<file path="src/logic/ckl_pkg.sv">
// Shared constants and types for the card key load and authentication sequencer
package ckl_pkg;

    localparam int          CNT_W            = 4;
    localparam logic [7:0]  CMD_KEY_FROM_FIFO = 8'h19;
    localparam logic [7:0]  CMD_AUTH_ONE      = 8'h0C;
    localparam logic [7:0]  CMD_AUTH_TWO      = 8'h14;
    localparam int          KEY_BYTES         = 12;
    localparam int          AUTH_ONE_ARGS     = 6;
    localparam int          AUTH_TWO_TX_BYTES = 8;
    localparam logic [3:0]  CNT_RST           = 4'h0;
    localparam logic [3:0]  CNT_ONE           = 4'h1;
    localparam logic [7:0]  BYTE_RST          = 8'h00;
    localparam logic        CIPHER_RST        = 1'b0;

    typedef enum {
        ST_IDLE,
        ST_KEY_COLLECT,
        ST_KEY_STORE,
        ST_TX_FETCH,
        ST_TX_SEND,
        ST_RX_WAIT,
        ST_FINISH
    } ckl_state_t;

    typedef struct packed {
        logic       valid;
        logic       last;
        logic [7:0] data;
    } ckl_tx_t;

    typedef struct packed {
        logic err;
        logic busy;
    } ckl_main_state_t;

    typedef struct packed {
        logic key_format_error;
    } ckl_fault_t;

endpackage

</file>
<file path="src/logic/ckl_cmd_seq.sv">
// Command sequencer for key load from FIFO and two-phase card authentication
//
// Functional notes
// - Key load command 19h takes first twelve FIFO bytes, least significant first.
// - After all twelve bytes arrive, check format, copy valid key into key buffer.
// - Key load starts only on host request and ends itself after the copy.
// - Bad key format still loads an undefined key and raises key format error.
// - Phase one command 0Ch sends six FIFO bytes to the card, LSB first.
// - During both phases the card reply goes to the cipher, never the host.
// - Both phases run the send-then-receive state sequence of the transceive command.
// - Phase one starts only from a host request, never from an internal event.
// - Phase two command 14h uses no FIFO bytes; the device assembles its data.
// - Successful phase two sets the cipher active bit, encrypting later traffic.
// - Failed phase two clears the cipher active bit.
// - Host may clear the cipher active bit but never set it.
// - Any command error also sets the summary error flag beside the cause.
`timescale 1ns/100ps
`default_nettype none

module ckl_cmd_seq #(
    parameter int KEY_BYTES      = ckl_pkg::KEY_BYTES,
    parameter int AUTH_ONE_ARGS  = ckl_pkg::AUTH_ONE_ARGS,
    parameter int AUTH_TWO_BYTES = ckl_pkg::AUTH_TWO_TX_BYTES
) (
    // Clock and reset
    input  wire logic                     clock,
    input  wire logic                     rst_b,
    // Host command and control
    input  wire logic                     cmd_start,
    input  wire logic [7:0]               cmd_code,
    input  wire logic                     cipher_clr,
    input  wire logic                     fault_clr,
    // FIFO read side
    input  wire logic                     fifo_valid,
    input  wire logic [7:0]               fifo_data,
    output logic                          fifo_ready,
    // Send path towards the card
    output ckl_pkg::ckl_tx_t              tx,
    input  wire logic                     tx_ready,
    output logic [ckl_pkg::CNT_W-1:0]     tx_index,
    input  wire logic [7:0]               cipher_tx_data,
    // Receive path from the card
    input  wire logic                     rx_valid,
    input  wire logic [7:0]               rx_data,
    input  wire logic                     rx_end,
    input  wire logic                     auth_pass,
    output logic                          cipher_rx_valid,
    output logic [7:0]                    cipher_rx_data,
    // Results
    output logic [4*KEY_BYTES-1:0]        key_buf,
    output logic                          cipher_active_bit,
    output ckl_pkg::ckl_main_state_t      main_state_reg,
    output ckl_pkg::ckl_fault_t           fault_cause_reg,
    output logic                          cmd_done
);

    localparam logic [3:0] KEY_LAST   = 4'(KEY_BYTES - 1);
    localparam logic [3:0] AUTH1_LAST = 4'(AUTH_ONE_ARGS - 1);
    localparam logic [3:0] AUTH2_LAST = 4'(AUTH_TWO_BYTES - 1);

    logic                     rst_meta_r;
    logic                     rst_n;
    ckl_pkg::ckl_state_t      state_r;
    ckl_pkg::ckl_state_t      state_nxt;
    logic [7:0]               op_r;
    logic [3:0]               cnt_r;
    logic [8*KEY_BYTES-1:0]   key_raw_r;
    logic                     fifo_ready_r;
    logic                     fifo_ready_nxt;
    ckl_pkg::ckl_tx_t         tx_r;
    logic                     pass_r;
    logic                     cipher_rx_valid_r;
    logic [7:0]               cipher_rx_data_r;
    logic [4*KEY_BYTES-1:0]   key_buf_r;
    logic                     cipher_r;
    ckl_pkg::ckl_main_state_t main_r;
    ckl_pkg::ckl_fault_t      fault_r;
    logic                     done_r;
    logic                     take;
    logic                     is_auth1;
    logic                     is_auth2;
    logic                     key_ok;
    logic [4*KEY_BYTES-1:0]   key_val;

    assign take     = fifo_valid & fifo_ready_r;
    assign is_auth1 = (op_r == ckl_pkg::CMD_AUTH_ONE);
    assign is_auth2 = (op_r == ckl_pkg::CMD_AUTH_TWO);

    // Reset release through two stages; assertion stays asynchronous
    always_ff @(posedge clock or negedge rst_b)
    begin
        if (!rst_b)
        begin
            rst_meta_r <= 1'b0;
            rst_n      <= 1'b0;
        end
        else
        begin
            rst_meta_r <= 1'b1;
            rst_n      <= rst_meta_r;
        end
    end

    ckl_key_fmt #(
        .KEY_BYTES (KEY_BYTES)
    ) u_key_fmt (
        .key_raw (key_raw_r),
        .key_ok  (key_ok),
        .key_val (key_val)
    );

    // Only a host start leaves idle; starts while busy are ignored
    always_comb
    begin
        state_nxt = state_r;
        case (state_r)
            ckl_pkg::ST_IDLE:
            begin
                if (cmd_start)
                begin
                    if (cmd_code == ckl_pkg::CMD_KEY_FROM_FIFO)
                        state_nxt = ckl_pkg::ST_KEY_COLLECT;
                    else if (cmd_code == ckl_pkg::CMD_AUTH_ONE ||
                             cmd_code == ckl_pkg::CMD_AUTH_TWO)
                        state_nxt = ckl_pkg::ST_TX_FETCH;
                end
            end
            ckl_pkg::ST_KEY_COLLECT:
            begin
                if (take && cnt_r == KEY_LAST)
                    state_nxt = ckl_pkg::ST_KEY_STORE;
            end
            ckl_pkg::ST_KEY_STORE:
                state_nxt = ckl_pkg::ST_IDLE;
            ckl_pkg::ST_TX_FETCH:
            begin
                if (is_auth2 || take)
                    state_nxt = ckl_pkg::ST_TX_SEND;
            end
            ckl_pkg::ST_TX_SEND:
            begin
                if (tx_ready)
                    state_nxt = tx_r.last ? ckl_pkg::ST_RX_WAIT : ckl_pkg::ST_TX_FETCH;
            end
            ckl_pkg::ST_RX_WAIT:
            begin
                if (rx_end)
                    state_nxt = ckl_pkg::ST_FINISH;
            end
            ckl_pkg::ST_FINISH:
                state_nxt = ckl_pkg::ST_IDLE;
            default:
                state_nxt = ckl_pkg::ST_IDLE;
        endcase
    end

    // Phase two never reads the FIFO; its bytes come from the cipher
    assign fifo_ready_nxt = (state_nxt == ckl_pkg::ST_KEY_COLLECT) ||
        (state_nxt == ckl_pkg::ST_TX_FETCH &&
         (state_r == ckl_pkg::ST_IDLE ? cmd_code == ckl_pkg::CMD_AUTH_ONE : is_auth1));

    always_ff @(posedge clock or negedge rst_n)
    begin
        if (!rst_n)
        begin
            state_r      <= ckl_pkg::ST_IDLE;
            fifo_ready_r <= 1'b0;
            op_r         <= ckl_pkg::BYTE_RST;
            done_r       <= 1'b0;
        end
        else
        begin
            state_r      <= state_nxt;
            fifo_ready_r <= fifo_ready_nxt;
            done_r       <= (state_r == ckl_pkg::ST_KEY_STORE) || (state_r == ckl_pkg::ST_FINISH);
            if (state_r == ckl_pkg::ST_IDLE && cmd_start)
                op_r <= cmd_code;
        end
    end

    // Byte counter: key bytes taken, or bytes handed to the send path
    always_ff @(posedge clock or negedge rst_n)
    begin
        if (!rst_n)
            cnt_r <= ckl_pkg::CNT_RST;
        else if (state_r == ckl_pkg::ST_IDLE)
            cnt_r <= ckl_pkg::CNT_RST;
        else if ((state_r == ckl_pkg::ST_KEY_COLLECT && take) ||
                 (state_r == ckl_pkg::ST_TX_SEND && tx_ready))
            cnt_r <= cnt_r + ckl_pkg::CNT_ONE;
    end

    // Key bytes land least significant first
    always_ff @(posedge clock or negedge rst_n)
    begin
        if (!rst_n)
            key_raw_r <= '0;
        else if (state_r == ckl_pkg::ST_KEY_COLLECT && take)
            key_raw_r[8*cnt_r +: 8] <= fifo_data;
    end

    always_ff @(posedge clock or negedge rst_n)
    begin
        if (!rst_n)
            key_buf_r <= '0;
        else if (state_r == ckl_pkg::ST_KEY_STORE)
            key_buf_r <= key_val;
    end

    // Send register holds one byte until the send path accepts it
    always_ff @(posedge clock or negedge rst_n)
    begin
        if (!rst_n)
            tx_r <= '0;
        else if (state_r == ckl_pkg::ST_TX_FETCH && is_auth1 && take)
        begin
            tx_r.valid <= 1'b1;
            tx_r.last  <= (cnt_r == AUTH1_LAST);
            tx_r.data  <= fifo_data;
        end
        else if (state_r == ckl_pkg::ST_TX_FETCH && is_auth2)
        begin
            tx_r.valid <= 1'b1;
            tx_r.last  <= (cnt_r == AUTH2_LAST);
            tx_r.data  <= cipher_tx_data;
        end
        else if (state_r == ckl_pkg::ST_TX_SEND && tx_ready)
        begin
            tx_r.valid <= 1'b0;
            tx_r.last  <= 1'b0;
        end
    end

    // Card reply is steered to the cipher only; the host never sees it
    always_ff @(posedge clock or negedge rst_n)
    begin
        if (!rst_n)
        begin
            cipher_rx_valid_r <= 1'b0;
            cipher_rx_data_r  <= ckl_pkg::BYTE_RST;
            pass_r            <= 1'b0;
        end
        else
        begin
            cipher_rx_valid_r <= (state_r == ckl_pkg::ST_RX_WAIT) && rx_valid;
            if ((state_r == ckl_pkg::ST_RX_WAIT) && rx_valid)
                cipher_rx_data_r <= rx_data;
            if ((state_r == ckl_pkg::ST_RX_WAIT) && rx_end)
                pass_r <= auth_pass;
        end
    end

    // Set by phase two wins over a host clear in the same cycle
    always_ff @(posedge clock or negedge rst_n)
    begin
        if (!rst_n)
            cipher_r <= ckl_pkg::CIPHER_RST;
        else if (state_r == ckl_pkg::ST_FINISH && is_auth2 && pass_r)
            cipher_r <= 1'b1;
        else if (state_r == ckl_pkg::ST_FINISH && is_auth2)
            cipher_r <= 1'b0;
        else if (cipher_clr)
            cipher_r <= 1'b0;
    end

    // Error flags are sticky; a new error beats a host clear
    always_ff @(posedge clock or negedge rst_n)
    begin
        if (!rst_n)
        begin
            fault_r <= '0;
            main_r  <= '0;
        end
        else
        begin
            main_r.busy <= (state_nxt != ckl_pkg::ST_IDLE);
            if (state_r == ckl_pkg::ST_KEY_STORE && !key_ok)
            begin
                fault_r.key_format_error <= 1'b1;
                main_r.err               <= 1'b1;
            end
            else if (fault_clr)
            begin
                fault_r.key_format_error <= 1'b0;
                main_r.err               <= 1'b0;
            end
        end
    end

    assign fifo_ready        = fifo_ready_r;
    assign tx                = tx_r;
    assign tx_index          = cnt_r;
    assign cipher_rx_valid   = cipher_rx_valid_r;
    assign cipher_rx_data    = cipher_rx_data_r;
    assign key_buf           = key_buf_r;
    assign cipher_active_bit = cipher_r;
    assign main_state_reg    = main_r;
    assign fault_cause_reg   = fault_r;
    assign cmd_done          = done_r;
endmodule

`default_nettype wire

</file>
<file path="src/logic/ckl_key_fmt.sv">
// Key format check and nibble extraction for the twelve raw key bytes
`timescale 1ns/100ps
`default_nettype none

module ckl_key_fmt #(
    parameter int KEY_BYTES = ckl_pkg::KEY_BYTES
) (
    // Raw key, byte 0 in the low bits
    input  wire logic [8*KEY_BYTES-1:0] key_raw,
    // Check result and packed key
    output logic                        key_ok,
    output logic [4*KEY_BYTES-1:0]      key_val
);

    // Each byte carries one key nibble in the low half and its complement above
    function automatic logic byte_ok(input logic [7:0] b);
        byte_ok = (b[7:4] == ~b[3:0]);
    endfunction

    always_comb
    begin
        key_ok  = 1'b1;
        key_val = '0;
        for (int i = 0; i < KEY_BYTES; i++)
        begin
            key_ok           = key_ok & byte_ok(key_raw[8*i +: 8]);
            // On a bad format the low nibbles still load: the buffer value is undefined
            key_val[4*i +: 4] = key_raw[8*i +: 4];
        end
    end

endmodule

`default_nettype wire

</file>
<file path="config.mk">
export PLATFORM = sky130hd
export DESIGN_NAME = ckl_cmd_seq
export DESIGN_NICKNAME = d
export VERILOG_FILES = /design/src/logic/ckl_pkg.sv /design/src/logic/ckl_cmd_seq.sv /design/src/logic/ckl_key_fmt.sv
export SDC_FILE = /design/constraint.sdc
export NUM_CORES = 1
export LEC_CHECK = 0
export ABC_AREA = 1
export BUFFER_PORTS_ARGS = -buffer_cell sky130_fd_sc_hd__buf_2
export CAP_MARGIN = 20
export CORE_ASPECT_RATIO = 0.8
export CORE_MARGIN = 8
export CORE_UTILIZATION = 41
export CTS_BUF_LIST = sky130_fd_sc_hd__clkbuf_8
export CTS_CLUSTER_SIZE = 20
export DETAILED_ROUTE_END_ITERATION = 8
export GPL_TIMING_DRIVEN = 0
export HOLD_SLACK_MARGIN = 0.12
export PLACE_DENSITY = 0.66
export SKIP_LAST_GASP = 1
export SYNTH_ARGS = -nofsm -noshare
export SYNTH_HDL_FRONTEND = slang
export SYNTH_SLANG_ARGS = --single-unit
</file>
<file path="constraint.sdc">
create_clock -name clock -period 7.4 [get_ports clock]
set_clock_uncertainty 0.2 [all_clocks]
set_input_delay 1.11 -clock clock [delete_from_list [all_inputs] [get_ports clock]]
set_output_delay 1.11 -clock clock [all_outputs]
set_load 0.01 [all_outputs]
</file>
==> results of run 1 <==
==> how the worst max path moves through the flow <==
stage	slack (ns)	startpoint	depth (start not counted)	endpoint
detailed placement	4.11	tx_index[0]$_DFFE_PN0P_	11	key_raw_r[41]$_DFFE_PN0P_
global route	3.80	tx_index[0]$_DFFE_PN0P_	11	key_raw_r[44]$_DFFE_PN0P_
CTS	4.09	tx_index[0]$_DFFE_PN0P_	11	key_raw_r[41]$_DFFE_PN0P_
global placement	-1.82	rst_n$_DFF_PN0_	0	state_r[27]$_DFF_PN0_
floorplan	0.76	rst_n$_DFF_PN0_	0	cipher_active_bit$_DFFE_PN0P_
finish	4.02	tx_index[0]$_DFFE_PN0P_	11	key_raw_r[41]$_DFFE_PN0P_
==> where the power goes <==
group	switching [mW]	total, mW	internal, mW	leakage [nW]
registers	0.00759	1.19	1.19	2.91
logic	0.0353	0.0520	0.0168	2.90
clock network	0.480	1.10	0.625	0.422
==> Yosys cell counts, types with 10 or more instances <==
| cell | number |
|---|---|
| or3_1 | 10 |
| nand3_1 | 74 |
| nor2_1 | 78 |
| buf_6 | 14 |
| nor3_1 | 41 |
| a21oi_1 | 12 |
| nand2_1 | 382 |
| o21ai_0 | 24 |
| xnor2_1 | 20 |
| dfrtp_1 | 215 |
| o21ai_2 | 16 |
| inv_1 | 61 |
| nand4_1 | 22 |
| clkbuf_1 | 15 |
| xor2_1 | 19 |
| o21ai_1 | 46 |
| buf_2 | 10 |
==> through the flow <==
step	instance area, um2	setup slack (ns)	std cells
CTS	12000	4.09	1674
detailed placement	11200	4.11	1612
global route	12000	3.80	1675
floorplan	10100	0.765	1173
global placement	11100	-1.82	1609
finish	12000	4.02	1675
==> routing by layer <==
metal  global-route usage, %  up-vias  wire length (um)
met5                       0        -                 0
met4                    5.53        0               505
met3                    5.21       41              2330
met2                    26.2      301             11400
met1                    26.9     3843             12800
li1                        -     4034                 -
==> cells by family after synthesis <==
family,synth area share [%]
AND/OR/NAND/NOR,29.9
XOR/XNOR,3.57
AO/OA/AOI/OAI,6.01
buffers and inverters,5.69
multiplexers,0.449
adder cells (fa/ha/maj),0.624
flip-flops,53.6
other,0.0749
==> layout make-up <==
type                       count  area (um2)
buffer                        43         287
clock buffer                  42         578
clock inverter                20         173
fill                        2322       12200
inverter                      74         284
multi-input combinational    841        4180
sequential                   215        5380
tap                          318         398
timing repair buffer         122         678
==> key figures, run 1 <==
Place
  • Placer Congestion: ~0.95
  • DP HPWL: 20.3 mm
  • Port bufs: roughly 120

Synth
  • Syn Std Cell Area: roughly 10,000 um2
  • EDFF count, synth: 0
  • Syn Inst Count: approximately 1,100
  • Post-synth top area cell: dfrtp_1
  • Ys async rst share: 100%
  • Avg Synthesized Cell Area: around 8.8 um2
  • Seq/Total Area, Yosys: between 50% and 60%
  • Commonest register cell after synthesis: dfrtp_1
  • Ys Warns: 0
  • Synth top area share: a little over half
  • FF+latch count, synth: roughly 220
  • Yosys cell types: 44
  • Synth top area cells: dfrtp_1, nand2_1, nand3_1, nor2_1, o21ai_1

Status
  • Status: completed

Power
  • Pwr dens: 196 nW/um2
  • Leak pwr: between 6 and 7 nW
  • Total power: between 2 and 2.5 mW
  • Max IR drop VDD: 117 uV

Cells and area
  • Share of layout cells above drive strength 1: 20.1%
  • Top reg by flops: key_raw_r
  • Highest-count cells in the layout ignoring fill and taps: nand2_1, dfrtp_1, buf_2, nor2_1, nand3_1
  • Area growth from synthesis to layout: 19.3%
  • Antenna diodes: 0
  • Util after Layout: around half
  • Number of flip-flops in the largest register: 96
  • NumNets Final: 1,381
  • Most common cell after layout, fill and taps aside: nand2_1

Min path
  • Tightest Hold Check Type: in -> async

Timing
  • RSZ-0062 raised after global routing: no
  • Setup TNS: 0 ns
  • Crit share post-route: about 46%
  • Final setup viols: 0
  • Hold_ws: ~0.15 ns
  • Final Hold Viols: 0
  • Min Clock Period, post-route: roughly 3.4 ns
  • FMAX: ~0.30 GHz
  • Slew headroom: roughly half
  • Slew @ Worst Pin: between 0.7 and 0.8 ns
  • Final Slew Violations: 0

Detailed routing
  • Final WL: 27.0 mm
  • 1st-pass router iterations: 5
  • Remaining DRCs: 0
  • Drt initial violations: roughly 740
  • DR WL/cell: about 16 um
  • Routed vias: ~8,200
  • Routed Antenna Nets: 0
  • Drt via density: 4.91

CTS
  • Maximum clock path buffer count: 3
  • TritonCTS Sinks: between 200 and 250
  • H-tree depth: 2
  • Setup Fix Bufs, Post-CTS: 0
  • CTS tree: done
  • # hold bufs at CTS: 0
  • Post-cts sizing count: 0
  • Clock root buffer: clkbuf_8
  • Worst-Skew Late Latency: ~0.53 ns
  • CTS buffer count: 37
  • Clk pin slew, worst setup/hold paths: approximately 0.06 ns

Floorplanning
  • Die H: 156 um
  • Die X-Extent: between 150 and 200 um
  • Initial core utilization: between 40% and 50%
  • Rows: between 50 and 60
  • IO Pins: ~120
  • Die area: about 30,000 um2
  • Core area: roughly 24,000 um2

Worst setup path
  • R2R cell count: 11
  • Startpoint types: flip-flop
  • Arrival time worst endpoint: around 3.6 ns
  • WP data required: 7.64 ns
  • Worst R2R Start: tx_index[0]$_DFFE_PN0P_
  • Buffers & Inverters on Critical Path: 7
  • Setup CP Type: reg -> reg
  • Slowest stage delay, CP: around 0.50 ns
  • CP Max Fanout: 10
  • Crit-path slowest cell: dfrtp_1
  • Worst path cell trace: inv_2, buf_2, buf_1, ha_1, buf_2, inv_2, clkbuf_1, nor3_1, inv_1, or3_1, o21ai_1
  • Top Family by Delay on Critical Path: buffers and inverters
  • Reg-to-Reg End: key_raw_r[41]$_DFFE_PN0P_
  • Worst setup EP type: flip-flop
  • R2r setup slk: approximately 4 ns

Global routing
  • Number of global-route vias before repair: between 8,000 and 9,000
  • Initial antenna violation count: 0
  • GRT Total Usage: a little under a fifth
  • Pin count of the biggest net entering global routing: 67
  • Total gr overflow: 0
  • First-pass GRT wire length: 43.7 mm

Run
  • MaxCap Viol Count: 0
Note: power is estimated with default switching activity, not from simulation.
==> run 2, diff against run 1 <==
Settings changed: ABC_AREA 1 to 0, PLACE_DENSITY 0.66 to 0.68.
Clock period 7.4 ns to 3 ns, I/O delays scaled along.
==> run 2 against run 1 <==
Sequential cell count unchanged. Register-to-register slack worse by 3.9 ns. Setup slack worse by 3.9 ns. Sequential share of layout area up 1.0 points. Total power up 140%. Critical endpoint is now key_raw_r[61]$_DFFE_PN0P_. Final area down 2.2%. Area after synthesis down 6.0%. Cell count down 19%. Clock-buffer cell count up 2. Maximum frequency up 18%.
==> key figures, run 2 <==
Status
  • Status: completed

Power
  • P_int: around 4.4 mW
  • Clock network power share: between 40% and 50%
  • Leak pwr: approximately 5.8 nW
  • Pwr dens: 486 nW/um2
  • Reg power frac: just over 50%
  • Switching power: roughly 1.3 mW
  • Combinational Power Share: 3.2%
  • Max IR drop VDD: 307 uV
  • Net Sw Frac: between 20 and 25%

Detailed routing
  • Drt via density: about 5
  • Routed Antenna Nets: 0
  • Routed vias: approximately 6,900
  • Drt initial violations: ~550
  • 1st-pass router iterations: 5
  • Final WL: between 20 and 30 mm
  • Remaining DRCs: 0
  • DR WL/cell: 18.5 um

Cells and area
  • Area growth from synthesis to layout: 24.1%
  • Finished Cell Area: 11,700 um2
  • Number of flip-flops in the largest register: between 90 and 100
  • Most common cell after layout, fill and taps aside: dfrtp_1
  • Util after Layout: between 50% and 60%
  • Share of layout cells above drive strength 1: 30.1%
  • Highest-count cells in the layout ignoring fill and taps: dfrtp_1, buf_2, mux2_2, nand2_1, inv_1
  • NumNets Final: about 1,100
  • Antenna diodes: 0
  • Top reg by flops: key_raw_r

Floorplanning
  • Die area: ~28,000 um2
  • Initial core utilization: about two fifths
  • IO Pins: between 100 and 150
  • Die X-Extent: about 190 um
  • Die H: ~150 um
  • Rows: between 40 and 50
  • Core area: about 23,000 um2

Worst setup path
  • Worst setup EP type: flip-flop
  • Setup crit start: tx_index[0]$_DFFE_PN0P_
  • Setup CP Type: reg -> reg
  • Reg-to-Reg End: key_raw_r[61]$_DFFE_PN0P_
  • WP data required: between 3 and 4 ns
  • CP Max Fanout: 8
  • R2R cell count: 7
  • Arrival time worst endpoint: a little over 3 ns
  • Startpoint types: flip-flop
  • R2r setup slk: approximately 0.14 ns
  • Worst R2R Start: tx_index[0]$_DFFE_PN0P_

Timing
  • Final Slew Violations: 0
  • Hold_ws: approximately 0.13 ns
  • Slew headroom: 36.2%
  • RSZ-0062 raised after global routing: no
  • Min Clock Period, post-route: between 2 and 3 ns
  • Final setup viols: 0
  • FMAX: around 0.35 GHz
  • Crit share post-route: approximately 95%
  • Final Hold Viols: 0
  • Setup TNS: 0 ns
  • Slew @ Worst Pin: between 0.9 and 1 ns

Synth
  • Count leader, synth: dfrtp_1
  • Seq/Total Area, Yosys: approximately 57%
  • Syn Std Cell Area: 9430 um2
  • EDFF count, synth: 0
  • Post-synth top area cell: dfrtp_1
  • Yosys cell types: between 50 and 60
  • FF+latch count, synth: 215
  • Ys async rst share: 100%
  • Commonest register cell after synthesis: dfrtp_1
  • Ys Warns: 0
  • Most frequent cells after synthesis: dfrtp_1, mux2_2, nand2_1
  • Avg Synthesized Cell Area: between 10 and 15 um2
  • Synth top area cells: dfrtp_1, mux2_2, xnor2_1, mux2i_1, nand2_1
  • Synth top area share: between 50 and 60%
  • Syn Inst Count: 804

CTS
  • Worst-Skew Late Latency: between 0.5 and 0.6 ns
  • H-tree depth: 2
  • CTS buffer count: 37
  • TritonCTS Sinks: around 220
  • Clk pin slew, worst setup/hold paths: approximately 0.06 ns
  • Maximum clock path buffer count: 3
  • Clock root buffer: clkbuf_8
  • CTS tree: done

Place
  • Placed inst area: 10,600 um2
  • Placer Congestion: ~0.89
  • DP HPWL: ~17 mm
  • Port bufs: 110

Global routing
  • Pin count of the biggest net entering global routing: 69
  • Total gr overflow: 0
  • First-pass GRT wire length: 39.5 mm
  • Initial antenna violation count: 1
  • GRT Total Usage: 18.1%
  • Number of global-route vias before repair: around 7,000

Min path
  • Tightest Hold Check Type: reg -> async

Run
  • MaxCap Viol Count: 0
[run 2: routing by layer]
layer / GRT usage [%] / share of wire [%] / wire length (um)
met5: 0 / 0 / 0
met4: 6.18 / 2.8 / 711
met3: 3.67 / 6.5 / 1640
met2: 27.4 / 44 / 11000
met1: 25.5 / 47 / 11700
[run 2: power groups by stage]
stage	Combinational, mW	Sequential, mW	Clock [mW]
final	0.179	2.93	2.58
after floorplan	0.0296	3.02	0
after global routing	0.200	2.93	2.77
after CTS	0.182	2.93	2.66
after detailed placement	0.143	2.99	0
after global placement	0.0791	3.04	0
[run 2: timing repair]
action	4_1_cts	5_1_grt
hold buffers	30	0
setup buffers	0	7
setup endpoints to repair	53	146
pin swaps	0	2
gates resized for setup	5	10
hold endpoints to repair	55	0
[run 2: final cells by class]
class,instances,area (um2)
flip-flops and latches,215,5390
multi-input cells,535,3860
inverters,44,165
plain buffers,37,189
clock buffers,44,606
repair buffers,152,1000
fillers,2082,10900
clock inverters,19,115
well taps,306,383
[run 2: cell families (layout without fill, tap and decap cells)]
kind of cell	count (synthesis)	count (layout)	share of synthesized area, %
muxes	138	138	16.0
and+or+nand+nor	212	212	11.7
xor gates and xnor gates	50	50	4.64
AOI/OAI and AO/OA	100	100	6.04
other	2	30	0.0796
adders and majority gates	5	5	0.663
DFF	215	215	57.0
buffers and inverters	82	296	3.77
[run 2: stage by stage]
step,worst slack [ns],power [mW],instances
final,0.143,5.69,1352
after global routing,0.0162,5.91,1352
after CTS,-0.0264,5.78,1345
after detailed placement,-0.469,3.13,1253
after global placement,-0.571,3.12,1248
after floorplan,0.215,3.05,832
[run 2: worst max-delay path, stage by stage (launching register included)]
cell and delay, ns:
dfrtp_2 0.46, buf_4 0.16, nor3_1 0.30, ha_1 0.24, inv_1 0.08, a21oi_1 0.43
nand3_1 0.47, mux2_2 0.42
[run 2: worst max-delay path by stage]
stage | depth (start not counted) | end | slack (ns)
floorplan | 10 | key_raw_r[32]$_DFFE_PN0P_ | 0.21
finish | 7 | key_raw_r[61]$_DFFE_PN0P_ | 0.14
global placement | 9 | key_raw_r[65]$_DFFE_PN0P_ | -0.57
CTS | 9 | key_raw_r[64]$_DFFE_PN0P_ | -0.03
detailed placement | 10 | key_raw_r[64]$_DFFE_PN0P_ | -0.47
global route | 9 | key_raw_r[16]$_DFFE_PN0P_ | 0.02
==> run 3, diff against run 2 <==
Settings changed: BUFFER_PORTS_ARGS -buffer_cell sky130_fd_sc_hd__buf_2 to default, DONT_BUFFER_PORTS from default to 1, PLACE_DENSITY 0.68 to 0.63.
==> run 3 against run 2 <==
Sequential power about the same. Register-to-register slack is essentially flat. Clock-buffer cell count rose by 5. Via count shrank 6.7%. Global-route usage down 0.37 points. Core utilization down 1.8 points. Total power increased by 2.1%. Non-clock buffer count shrank 105. Critical path type unchanged. Largest power group unchanged. Clock power is 5% higher. Sequential share of layout area grew 1.7 points. Critical path depth unchanged. Hold slack better by 0.017 ns.
==> key figures, run 3 (synthesis results as in run 2) <==
CTS
  • Maximum clock path buffer count: 3
  • Clock root buffer: clkbuf_8
  • CTS buffer count: 36
  • H-tree depth: 2
  • Worst-Skew Late Latency: ~0.53 ns
  • CTS tree: done
  • TritonCTS Sinks: 215
  • Clk pin slew, worst setup/hold paths: 0.07 ns

Min path
  • Tightest Hold Check Type: in -> reg

Timing
  • Hold_ws: 0.145 ns
  • Min Clock Period, post-route: 2.87 ns
  • Slew headroom: 40.2%
  • Slew @ Worst Pin: 0.890 ns
  • FMAX: roughly 0.35 GHz
  • Final Slew Violations: 0
  • Final Hold Viols: 0
  • Final WS setup: 0.130 ns
  • Final setup viols: 0
  • Crit share post-route: about 96%
  • RSZ-0062 raised after global routing: no

Cells and area
  • Share of layout cells above drive strength 1: a little under a quarter
  • Top reg by flops: key_raw_r
  • Util after Layout: between 50% and 60%
  • Number of flip-flops in the largest register: 96
  • NumNets Final: 963
  • Post-route insts no fill: roughly 1,300
  • Most common cell after layout, fill and taps aside: dfrtp_1
  • Highest-count cells in the layout ignoring fill and taps: dfrtp_1, mux2_2, nand2_1, inv_1, clkbuf_8
  • Area growth from synthesis to layout: 19.8%

Floorplanning
  • IO Pins: ~120
  • Core area: roughly 23,000 um2
  • Die area: 28,100 um2
  • Initial core utilization: 41.8%
  • Die X-Extent: 186 um
  • Rows: 49
  • Die H: 152 um

Detailed routing
  • Final WL: 24.3 mm
  • Drt via density: ~5.2
  • Routed vias: approximately 6,400
  • DR WL/cell: a little under 20 um
  • Drt initial violations: 488
  • 1st-pass router iterations: 5
  • Remaining DRCs: 0
  • Routed Antenna Nets: 0

Worst setup path
  • Arrival time worst endpoint: roughly 3.1 ns
  • Worst setup EP type: flip-flop
  • WP data required: 3.20 ns
  • Startpoint types: flip-flop
  • CP Max Fanout: 10
  • Setup CP Type: reg -> reg

Power
  • Combinational Power Share: ~2.7%
  • P_int: ~4.5 mW
  • Pwr dens: between 500 and 600 nW/um2
  • Reg power frac: roughly half
  • Switching power: 1.29 mW
  • Leak pwr: between 5 and 6 nW
  • Net Sw Frac: around 22%
  • Max IR drop VDD: about 330 uV
  • Clock network power share: between 40% and 50%

Global routing
  • Total gr overflow: 0
  • Pin count of the biggest net entering global routing: 73
  • GRT Total Usage: 17.7%
  • First-pass GRT wire length: 38.3 mm
  • Initial antenna violation count: 2
  • Number of global-route vias before repair: ~6,500

Place
  • Placer Congestion: 0.908
  • Port bufs: 0
  • DP HPWL: ~17 mm
  • Placed Instances: between 1,000 and 1,500
  • Setup WS pre-CTS: -0.665 ns

Run
  • MaxCap Viol Count: 0

Status
  • Status: completed
-- run 3: cell count changes in the layout (fill, tap and decap cells not counted), moves of 3 or more --
cell,previous run,this run
o21ai_0,35,32
buf_2,119,10
clkbuf_8,44,49
o21ai_1,24,27
inv_1,57,53
dlygate4sd3_1,29,35
-- run 3: path summary, 6_finish.rpt --
check | slack, ns | startpoint | cells after the start | end
hold reg to reg | 0.15 | rst_meta_r$_DFF_PN0_ | 0 | rst_n$_DFF_PN0_
max in group asynchronous | 1.48 | rst_n$_DFF_PN0_ | 2 | key_buf[30]$_DFFE_PN0P_
hold / removal | 0.15 | cmd_start | 4 | main_state_reg[0]$_DFF_PN0_
min in group asynchronous | 0.16 | rst_n$_DFF_PN0_ | 1 | key_raw_r[60]$_DFFE_PN0P_
setup / recovery | 0.13 | tx_index[2]$_DFFE_PN0P_ | 7 | key_raw_r[56]$_DFFE_PN0P_
setup reg to reg | 0.13 | tx_index[2]$_DFFE_PN0P_ | 7 | key_raw_r[56]$_DFFE_PN0P_
-- run 3: layer usage --
metal / GRT usage, % / wire length (um)
met5: 0 / 0
met4: 5.55 / 507
met3: 5.17 / 2050
met2: 26.2 / 10700
met1: 24.7 / 11000
-- run 3: timing repair --
action | 4_1_cts | 5_1_grt
setup buffers | 0 | 6
hold buffers | 35 | 0
gates resized for setup | 12 | 16
gates cloned | 0 | 0
endpoints found under the hold margin | 57 | 0
pin swaps | 0 | 3
endpoints found under the setup margin | 77 | 122
-- run 3: through the flow --
step / TNS [ns] / cell area, um2 / power, mW
after global routing: 0 / 11300 / 6.04
after detailed placement: -19.79 / 10000 / 3.11
final: 0 / 11300 / 5.81
after floorplan: 0 / 9540 / 3.05
after global placement: -65.41 / 9920 / 3.09
after CTS: -0.0124 / 11200 / 5.89
-- run 3: area by class of cell --
class	instances	area, um2
tap	306	383
multi-input combinational	535	3870
antenna	1	2.50
inverter	44	165
clock inverter	16	98.8
fill	2060	11300
timing repair buffer	46	510
buffer	38	208
clock buffer	49	674
sequential	215	5390
-- run 3: power groups by stage --
stage	sequential [mW]	combinational, mW	clock, mW
2_1_floorplan	3.02	0.0296	0
3_3_place_gp	3.04	0.0515	0
3_5_place_dp	2.99	0.116	0
4_1_cts	2.93	0.158	2.80
5_1_grt	2.93	0.178	2.93
6_report	2.93	0.158	2.72
-- run 3: worst max-delay path, cell delays in order (launching register included) --
cell and delay (ns):
dfrtp_1 0.48, buf_2 0.23, nor3_1 0.29, ha_1 0.23
inv_1 0.08, a21oi_1 0.51, nand3_2 0.35, mux2_2 0.36
